`src/core/pdsc_pkg.sv`:
```
/*
 * pdsc_pkg: constants for the power-down system control block.
 * assumes: compiled before pdsc_top; no other dependencies.
 */
package pdsc_pkg;

    // register indices; byte address is four times the index
    localparam logic [15:0] PDSC_IDX_CONTROL = 16'hd002;
    localparam logic [15:0] PDSC_IDX_STATUS  = 16'hd003;

    // control field positions
    localparam int PDSC_BIT_STOP      = 0;
    localparam int PDSC_BIT_IDLE      = 1;
    localparam int PDSC_DIV_LSB       = 3;
    localparam int PDSC_DIV_MSB       = 5;
    localparam int PDSC_BIT_BT_STOP   = 6;
    localparam int PDSC_BIT_UART_STOP = 7;
    localparam int PDSC_BIT_GIE       = 8;

    // writable bits and value after reset
    localparam logic [15:0] PDSC_CONTROL_MASK  = 16'h01fb;
    localparam logic [15:0] PDSC_CONTROL_RESET = 16'h0000;

    // divide codes
    localparam logic [2:0] PDSC_DIV_16   = 3'h0;
    localparam logic [2:0] PDSC_DIV_8    = 3'h1;
    localparam logic [2:0] PDSC_DIV_2    = 3'h2;
    localparam logic [2:0] PDSC_DIV_1    = 3'h3;
    localparam logic [2:0] PDSC_DIV_1024 = 3'h4;

    // terminal counts of the divider (ratio minus one)
    localparam logic [9:0] PDSC_TC_16   = 10'h00f;
    localparam logic [9:0] PDSC_TC_8    = 10'h007;
    localparam logic [9:0] PDSC_TC_2    = 10'h001;
    localparam logic [9:0] PDSC_TC_1    = 10'h000;
    localparam logic [9:0] PDSC_TC_1024 = 10'h3ff;

    // flash start-up after idle, in master clock cycles (clk is mclk);
    // kept as a terminal count, since the counter starts from zero
    localparam int          PDSC_FLASH_START_MCLK = 32;
    localparam logic [5:0]  PDSC_FLASH_START_TC   =
        6'(PDSC_FLASH_START_MCLK - 1);

    // power states
    typedef enum logic [3:0] {
        PDSC_RUN   = 4'h1,
        PDSC_STOP  = 4'h2,
        PDSC_IDLE  = 4'h4,
        PDSC_WAKE  = 4'h8
    } pdsc_state_t;

endpackage : pdsc_pkg

```
`src/core/pdsc_top.sv`:
```
/*
 * pdsc_top: power-down modes, wake-up, flash start-up delay, external
 * clock divider, peripheral stop bits and global interrupt gate, with an
 * avalon-mm slave for the control and status registers.
 * assumes: clk is the master clock; irq_pending comes already masked by
 * the interrupt controller; external lines and ext clock are async pins.
 */
`timescale 1ns/1ps
`default_nettype none
module pdsc_top
    import pdsc_pkg::*;
(
    // clock and reset
    input  wire logic        clk,
    input  wire logic        rst_n,
    // avalon-mm slave, word addressed
    input  wire logic [15:0] avs_address,
    input  wire logic        avs_read,
    input  wire logic        avs_write,
    input  wire logic [31:0] avs_writedata,
    output logic [31:0]      avs_readdata,
    output logic             avs_waitrequest,
    // pins and interrupt controller
    input  wire logic [2:0]  external_interrupt_lines,
    input  wire logic        external_clock_input,
    input  wire logic        irq_pending,
    // system outputs
    output logic             irq_to_cpu,
    output logic             cpu_halt,
    output logic             flash_stop,
    output logic             all_logic_stop,
    output logic             basic_timer_stop,
    output logic             uart_stop,
    output logic             ext_clock_tick
);
    import pdsc_pkg::*;

    logic [15:0] system_control_reg;
    pdsc_state_t state;
    pdsc_state_t next_state;
    logic        ack;
    logic        wr_ctrl;
    logic        stop_wake;
    logic        idle_wake;
    logic [5:0]  flash_cnt;
    logic [2:0]  external_interrupt_lines_s1;
    logic [2:0]  external_interrupt_lines_s2;
    logic [2:0]  external_interrupt_lines_s3;
    logic [2:0]  external_interrupt_lines_level;
    logic        ck_s1;
    logic        ck_s2;
    logic        ck_s3;
    logic        ck_level;
    logic        ck_rise;
    logic [9:0]  div_cnt;
    logic [9:0]  div_tc;
    logic        div_reserved;
    logic [2:0]  clock_divide_select;

    assign clock_divide_select = system_control_reg[PDSC_DIV_MSB:PDSC_DIV_LSB];

    // bus handshake: every access answers one cycle after it is presented
    assign avs_waitrequest = (avs_read | avs_write) & ~ack;
    assign wr_ctrl = avs_write & ack & (avs_address == PDSC_IDX_CONTROL);

    always_ff @(posedge clk or negedge rst_n)
    begin
        if (!rst_n)
            ack <= 1'b0;
        else
            ack <= (avs_read | avs_write) & ~ack;
    end

    // read data loaded as ack rises; unmapped addresses read zero
    always_ff @(posedge clk or negedge rst_n)
    begin
        if (!rst_n)
            avs_readdata <= 32'h0000_0000;
        else if (avs_read && !ack)
        begin
            if (avs_address == PDSC_IDX_CONTROL)
                avs_readdata <= {16'h0000, system_control_reg};
            else if (avs_address == PDSC_IDX_STATUS)
                avs_readdata <= {26'h0, div_reserved, 1'b0, state};
            else
                avs_readdata <= 32'h0000_0000;
        end
    end

    // external lines: three flops, level accepted once stages 2 and 3 agree
    always_ff @(posedge clk or negedge rst_n)
    begin
        if (!rst_n)
        begin
            external_interrupt_lines_s1    <= 3'h0;
            external_interrupt_lines_s2    <= 3'h0;
            external_interrupt_lines_s3    <= 3'h0;
            external_interrupt_lines_level <= 3'h0;
        end
        else
        begin
            external_interrupt_lines_s1 <= external_interrupt_lines;
            external_interrupt_lines_s2 <= external_interrupt_lines_s1;
            external_interrupt_lines_s3 <= external_interrupt_lines_s2;
            for (int i = 0; i < 3; i++)
                if (external_interrupt_lines_s2[i] == external_interrupt_lines_s3[i])
                    external_interrupt_lines_level[i] <= external_interrupt_lines_s3[i];
        end
    end

    // wake causes; the global enable refuses idle wake like any irq
    assign stop_wake = |external_interrupt_lines_level;
    assign idle_wake = irq_pending & system_control_reg[PDSC_BIT_GIE];
    assign irq_to_cpu = irq_pending & system_control_reg[PDSC_BIT_GIE]
                        & (state == PDSC_RUN);

    // power state sequencing
    always_comb
    begin
        next_state = state;
        case (state)
            PDSC_RUN:
                if (wr_ctrl && avs_writedata[PDSC_BIT_STOP])
                    next_state = PDSC_STOP;
                else if (wr_ctrl && avs_writedata[PDSC_BIT_IDLE])
                    next_state = PDSC_IDLE;
            PDSC_STOP:
                if (stop_wake)
                    next_state = PDSC_RUN;
            PDSC_IDLE:
                if (idle_wake)
                    next_state = PDSC_WAKE;
            PDSC_WAKE:
                if (flash_cnt == PDSC_FLASH_START_TC)
                    next_state = PDSC_RUN;
            default:
                next_state = PDSC_RUN;
        endcase
    end

    always_ff @(posedge clk or negedge rst_n)
    begin
        if (!rst_n)
            state <= PDSC_RUN;
        else
            state <= next_state;
    end

    // flash start-up counter, runs only in the wake state
    always_ff @(posedge clk or negedge rst_n)
    begin
        if (!rst_n)
            flash_cnt <= 6'h00;
        else if (state == PDSC_WAKE)
            flash_cnt <= flash_cnt + 6'h01;
        else
            flash_cnt <= 6'h00;
    end

    // control register; the cpu is halted while a mode bit is set, so a
    // software write can never race the self-clear on wake-up
    always_ff @(posedge clk or negedge rst_n)
    begin
        if (!rst_n)
            system_control_reg <= PDSC_CONTROL_RESET;
        else if (wr_ctrl && state == PDSC_RUN)
        begin
            system_control_reg <= avs_writedata[15:0] & PDSC_CONTROL_MASK;
            // stop wins when both mode bits are written together
            if (avs_writedata[PDSC_BIT_STOP])
                system_control_reg[PDSC_BIT_IDLE] <= 1'b0;
        end
        else if (state == PDSC_STOP && stop_wake)
            system_control_reg[PDSC_BIT_STOP] <= 1'b0;
        else if (state == PDSC_IDLE && idle_wake)
            system_control_reg[PDSC_BIT_IDLE] <= 1'b0;
    end

    // external clock: synchronised, rising edge from agreeing stages
    always_ff @(posedge clk or negedge rst_n)
    begin
        if (!rst_n)
        begin
            ck_s1    <= 1'b0;
            ck_s2    <= 1'b0;
            ck_s3    <= 1'b0;
            ck_level <= 1'b0;
        end
        else
        begin
            ck_s1 <= external_clock_input;
            ck_s2 <= ck_s1;
            ck_s3 <= ck_s2;
            if (ck_s2 == ck_s3)
                ck_level <= ck_s3;
        end
    end

    assign ck_rise = (ck_s2 == ck_s3) & ck_s3 & ~ck_level;

    // terminal count per divide code; reserved codes give no ticks
    always_comb
    begin
        div_tc       = PDSC_TC_1;
        div_reserved = 1'b0;
        case (clock_divide_select)
            PDSC_DIV_16:   div_tc = PDSC_TC_16;
            PDSC_DIV_8:    div_tc = PDSC_TC_8;
            PDSC_DIV_2:    div_tc = PDSC_TC_2;
            PDSC_DIV_1:    div_tc = PDSC_TC_1;
            PDSC_DIV_1024: div_tc = PDSC_TC_1024;
            default:       div_reserved = 1'b1;
        endcase
    end

    // divider frozen in stop mode, so its phase survives the stop
    always_ff @(posedge clk or negedge rst_n)
    begin
        if (!rst_n)
        begin
            div_cnt        <= 10'h000;
            ext_clock_tick <= 1'b0;
        end
        else if (state == PDSC_STOP || div_reserved)
        begin
            ext_clock_tick <= 1'b0;
            if (div_reserved)
                div_cnt <= 10'h000;
        end
        else if (ck_rise && div_cnt >= div_tc)
        begin
            div_cnt        <= 10'h000;
            ext_clock_tick <= 1'b1;
        end
        else
        begin
            ext_clock_tick <= 1'b0;
            if (ck_rise)
                div_cnt <= div_cnt + 10'h001;
        end
    end

    // power and stop outputs, registered
    always_ff @(posedge clk or negedge rst_n)
    begin
        if (!rst_n)
        begin
            cpu_halt         <= 1'b0;
            flash_stop       <= 1'b0;
            all_logic_stop   <= 1'b0;
            basic_timer_stop <= 1'b0;
            uart_stop        <= 1'b0;
        end
        else
        begin
            cpu_halt       <= (next_state != PDSC_RUN);
            flash_stop     <= (next_state == PDSC_STOP)
                              | (next_state == PDSC_IDLE);
            all_logic_stop <= (next_state == PDSC_STOP);
            // a stop request parks both peripherals as well
            basic_timer_stop <= system_control_reg[PDSC_BIT_BT_STOP]
                                | (next_state == PDSC_STOP);
            uart_stop      <= system_control_reg[PDSC_BIT_UART_STOP]
                              | (next_state == PDSC_STOP);
        end
    end

endmodule : pdsc_top
`default_nettype wire

```
`config.mk`:
```
export PLATFORM = sky130hd
export DESIGN_NAME = pdsc_top
export DESIGN_NICKNAME = d
export VERILOG_FILES = /design/src/core/pdsc_pkg.sv /design/src/core/pdsc_top.sv
export SDC_FILE = /design/constraint.sdc
export NUM_CORES = 1
export LEC_CHECK = 0
export BUFFER_PORTS_ARGS = -buffer_cell sky130_fd_sc_hd__buf_2
export CORE_MARGIN = 2
export CORE_UTILIZATION = 50
export CTS_BUF_LIST = sky130_fd_sc_hd__clkbuf_16
export DETAILED_ROUTE_END_ITERATION = 6
export GPL_ROUTABILITY_DRIVEN = 0
export PLACE_DENSITY_LB_ADDON = 0.25
export SLEW_MARGIN = 0
export SYNTH_ARGS = -nofsm -noshare
export SYNTH_HDL_FRONTEND = slang
export SYNTH_SLANG_ARGS = --single-unit
```
`constraint.sdc`:
```
create_clock -name clk -period 3.05 [get_ports clk]
set_input_delay 0.61 -clock clk [delete_from_list [all_inputs] [get_ports clk]]
set_output_delay 0.61 -clock clk [all_outputs]
set_load 0.005 [all_outputs]
```
After elaboration in Yosys (flattened, before gate mapping)
Index checks and enable logic that the tools add are counted.

operators by class
  add/sub/neg operators = 2
  reduce and logical (&&, ||, !) cells = 17
  muxes and demuxes = 22
  bitwise operators = 13
  equal/unequal tests = 20
  order comparisons = 1

operator list
  cell                   number
  $mux 10                4
  $pmux 10 s4            1
  $eq 16x16->1 const B   2
  $mux 4                 5
  $pmux 4 s4             1
  $mux 6                 2
  $add 10x1->10 const B  1
  $ge 10x10->1           1
  $mux 9                 1
  $eq 4x2->1 const B     2
  $eq 4x3->1 const B     2
  $and 1x1->1            7
  $logic_and 1x1->1      7
  $mux 1                 7
  $add 6x1->6 const B    1
  $eq 3x2->1 const B     2
  $eq 6x5->1 const B     1
  $reduce_or 5->1        1
  $eq 1x1->1             4
  $eq 4x1->1 const B     1
  $eq 4x4->1 const B     1
  $ne 2x2->1 const B     2
  $ne 4x1->1 const B     1
  $or 1x1->1             4
  other kinds (11)       14

storage, ports and cells
  register bits = 83
  input bits = 57
  output and inout bits = 40
  logic and storage cells = 99

Logic depth before layout (Yosys ltp)
  word-level depth = 8
  mapped depth = 9
  depth with buffers taken out = 8

Least setup slack after synthesis
No wires, ideal clock.

  path kind = register to register
  from = reg system_control_reg[3]
  to = reg div_cnt[7]
  clock period less this slack = 2.218 ns
  library setup time = 0.125 ns
  buffers on the path = 0
  cell stages (with the launch flop) = 9
  setup slack = 0.832 ns
  arrival = 2.092 ns
  required time = 2.925 ns
  path through = dfrtp_1 -> o21a_1 -> a21oi_1 -> ha_1 -> nand2b_1 -> a21o_1 -> a211oi_4 -> nand2_1 -> a2111oi_0

on the way
  cells in the longest elaborated chain, start to end = 6
  elaborated cells between the ends (all ways) = 16
  those cells by class = order compare: 1; eq/ne: 5; mux: 4; reduce/logical: 6

ends and longest elaborated chain
  item                                                                 RTL line                          text
  from (decl)                                                          pdsc_top.sv:38                    logic [15:0] system_control_reg;
  from (signal assigned)                                               pdsc_top.sv:168                   system_control_reg <= avs_writedata[15:0] & PDSC_CONTROL_MASK;
  $eq 3x3->1, or another cell as far along                             pdsc_top.sv:206                   case (clock_divide_select)
  $pmux 10 s4 / $reduce_or 5->1 (equally long branches)                --
  $ge 10x10->1 / $mux 1 (equally long branches)                        pdsc_top.sv:230, pdsc_top.sv:206
  $logic_and 1x1->1 / $logic_or 1x1->1 (equally long branches)         pdsc_top.sv:230, pdsc_top.sv:224
  $reduce_bool 3->1 (no source line), or another cell as far along     --
  $reduce_and 2->1 (no source line) / $mux 10 (equally long branches)  --
  to (signal assigned)                                                 pdsc_top.sv:239                   div_cnt <= div_cnt + 10'h001;
  to (decl)                                                            pdsc_top.sv:55                    logic [9:0] div_cnt;

Several ways; a longest one is shown, not always the timed one.
A chain may end at the register's enable or synchronous reset.

Final worst setup path
Same ends and word-level chain as after synthesis.

==> run metrics <==
Hold Violations, Final=0; share of power burned in the clock network=43.6%; Synth async-reset ratio=100%; Cells after Synth=280; setup bufs post-CTS=0; max_cap viols=0; cts repair resizes=0; Sequential Area=1500 um2; Initial Util=51.5%; Static Leak=1.77 nW; core area=5920 um2; Hold Buf Count CTS=0; total power=1.99 mW; met3 Track Usage GR=5.22%; CP Cell Sequence=o21a_1, a21oi_1, ha_1, nand2b_1, a21o_1, a211oi_4, nand2_1, a2111oi_0; family with the most delay on the worst path=compound AO/OA/AOI/OAI gates; clock root buffer=clkbuf_16; Fmax=375 MHz; global route total overflow=0; Synth area leaders=dfrtp_1 (48%), buf_4 (5.7%), ha_1 (5.3%); first-pass GRT wire length=9.07 mm; DPL Wire Length=4.19 mm; worst setup margin=0.383 ns; Vias=2,228; leading cell type by number of instances after synthesis=dfrtp_1; Buf+Inv Stages, Crit Path=0; antenna viol nets, final=0; initial antenna violation count=0; post-synth top area share=48.4%; slew at the pin closest to its max-slew limit=0.710 ns; die height=82.1 um; Clock Latency Late Sink=0.33 ns; die area=6740 um2; TritonRoute pass-1 iters=4; fin util=60.0%; Clock Path Buffers=2; CTS buffer count=9; synth warn=0; Syn Std Cell Area=3050 um2; vias in the first global route=1,968; Placed Cells=399; setup TNS=0 ns; Int Pwr=1.47 mW; WL/cell=13.8 um; RSZ-0062 raised after global routing=false; multi-input logic area=1410 um2; Vias/cell=5.37; Tmin final=2.67 ns; busiest metal layer after global routing=met2; Area after DPL=3290 um2; Slew Limit Fails=0; Layout Nets=405; sw frac=26.2%; Largest register FFs=10; io pins=97; Tot GR Track Use=18.4%; Slew HR=52.7%; worst vdd ir=347 uV; register area share after synthesis=49.2%; met2 Use GR=27.2%; number of synthesized flops with an enable pin=0; routed wire length=5.72 mm; share of post-route cells with drive strength above 1=25.0%; Unique masters post-synth=54; final worst-path cycle share=87.4%; logic gate share of total power=11.6%; antenna cells=0; critical path's largest stage delay=0.47 ns; pre-CTS WS=0.524 ns; chip width=82.1 um; # rows=28; CTS H-tree lvls=3; status=completed; sequential share of power=44.8%; Reg clk slew, reported paths=0.05 ns; met1 global-route usage=24.7%; CP max stage cell=a2111oi_0; largest net degree at the start of global routing=32; CP Class=reg -> reg; CTS tree=built; clock skew=0.00645 ns; Hold WC Path Type=in -> async; leading area contributor after synthesis=dfrtp_1; top_reg_cell synth=dfrtp_1; crit-path max FO=8; FF+latch count, synth=60; Worst setup EP type=flip-flop; Syn Area/Cell=10.9 um2; P_sw=522 uW; IO buf count=49; non-filler instance count after layout=415; Sink Count=60; final setup fails=0; Critical Path AT=2.84 ns; most frequent cells after synthesis=dfrtp_1 (59), nor2_1 (24), buf_4 (23), nand2_1 (23); Critical Path Source Type=flip-flop; # DRC=0; Fill cells=499; DRT iter0 DRCs=144; Syn-to-layout area delta=16.4%; CP required=3.22 ns; Hold WS=0.336 ns; Final Cell Area=3550 um2; Pwr per Cell Area=561 nW/um2
## cell families (layout without fill, tap and decap cells)
| kind of cell | after synthesis | after routing | synth area share (%) |
|---|---|---|---|
| AO/OA/AOI/OAI | 47 | 47 | 10.7 |
| XOR/XNOR | 5 | 5 | 1.44 |
| adder cells (fa/ha/maj) | 16 | 16 | 6.31 |
| buffers and inverters | 35 | 73 | 7.42 |
| flip-flops | 60 | 60 | 49.2 |
| multiplexers | 11 | 11 | 4.63 |
| other | 1 | 23 | 0.123 |
| AND/OR/NAND/NOR | 105 | 105 | 20.1 |
## cells in the final DEF, fill, tap and decap left out, types with 2 or more instances in the layout
cell / instances
dfrtp_1: 59
buf_2: 49
nor2_1: 24
nand2_1: 23
conb_1: 23
nand3_1: 13
ha_1: 13
o21ai_0: 11
clkbuf_16: 9
a21oi_1: 8
inv_1: 8
nand2b_1: 6
o31ai_1: 6
mux2_4: 6
and3_1: 5
nand4_1: 4
nor3_1: 4
or3_1: 4
mux2i_1: 4
a22o_1: 4
clkinv_2: 4
a21o_1: 3
xor2_1: 3
or2_2: 3
maj3_1: 3
o211ai_1: 3
or4b_2: 2
nand3b_1: 2
xnor2_1: 2
nor4b_4: 2
nor2b_1: 2
nor3b_1: 2
o22ai_1: 2
and2_1: 2
## worst paths after layout
path	startpoint	to	slack [ns]	cells after the start
min	rst_n	div_cnt[9]	0.34	1
min reg2reg	external_interrupt_lines_s1[2]	external_interrupt_lines_s2[2]	0.34	0
min in group clk	external_interrupt_lines_s1[2]	external_interrupt_lines_s2[2]	0.34	0
max reg2reg	system_control_reg[3]	div_cnt[7]	0.38	8
max in group asynchronous	rst_n	state[0]	2.04	2
max	system_control_reg[3]	div_cnt[7]	0.38	8
## layout make-up
| class | count | area share [%] |
|---|---|---|
| Multi-Input combinational cell | 207 | 39.5 |
| Timing Repair Buffer | 50 | 7.46 |
| Sequential cell | 60 | 42.3 |
| Inverter | 7 | 0.739 |
| Clock inverter | 7 | 0.986 |
| Clock buffer | 9 | 6.34 |
| Tap cell | 75 | 2.64 |
## power groups by stage
stage          registers [mW]  clock network, mW  logic, mW
2_1_floorplan           0.886                  0      0.176
3_5_place_dp            0.905                  0      0.230
4_1_cts                 0.893              0.889      0.232
3_3_place_gp            0.903                  0      0.218
5_1_grt                 0.897              0.929      0.266
6_report                0.894              0.870      0.231
## routing by layer
layer  part of all wire (%)  wire [um]  vias up
met5                      0          0        -
met1                     45       2600     1076
met4                    1.5         84        0
met2                     46       2640       79
li1                       -          -     1066
met3                    6.9        394        7
(Power assumes the default switching activity.)
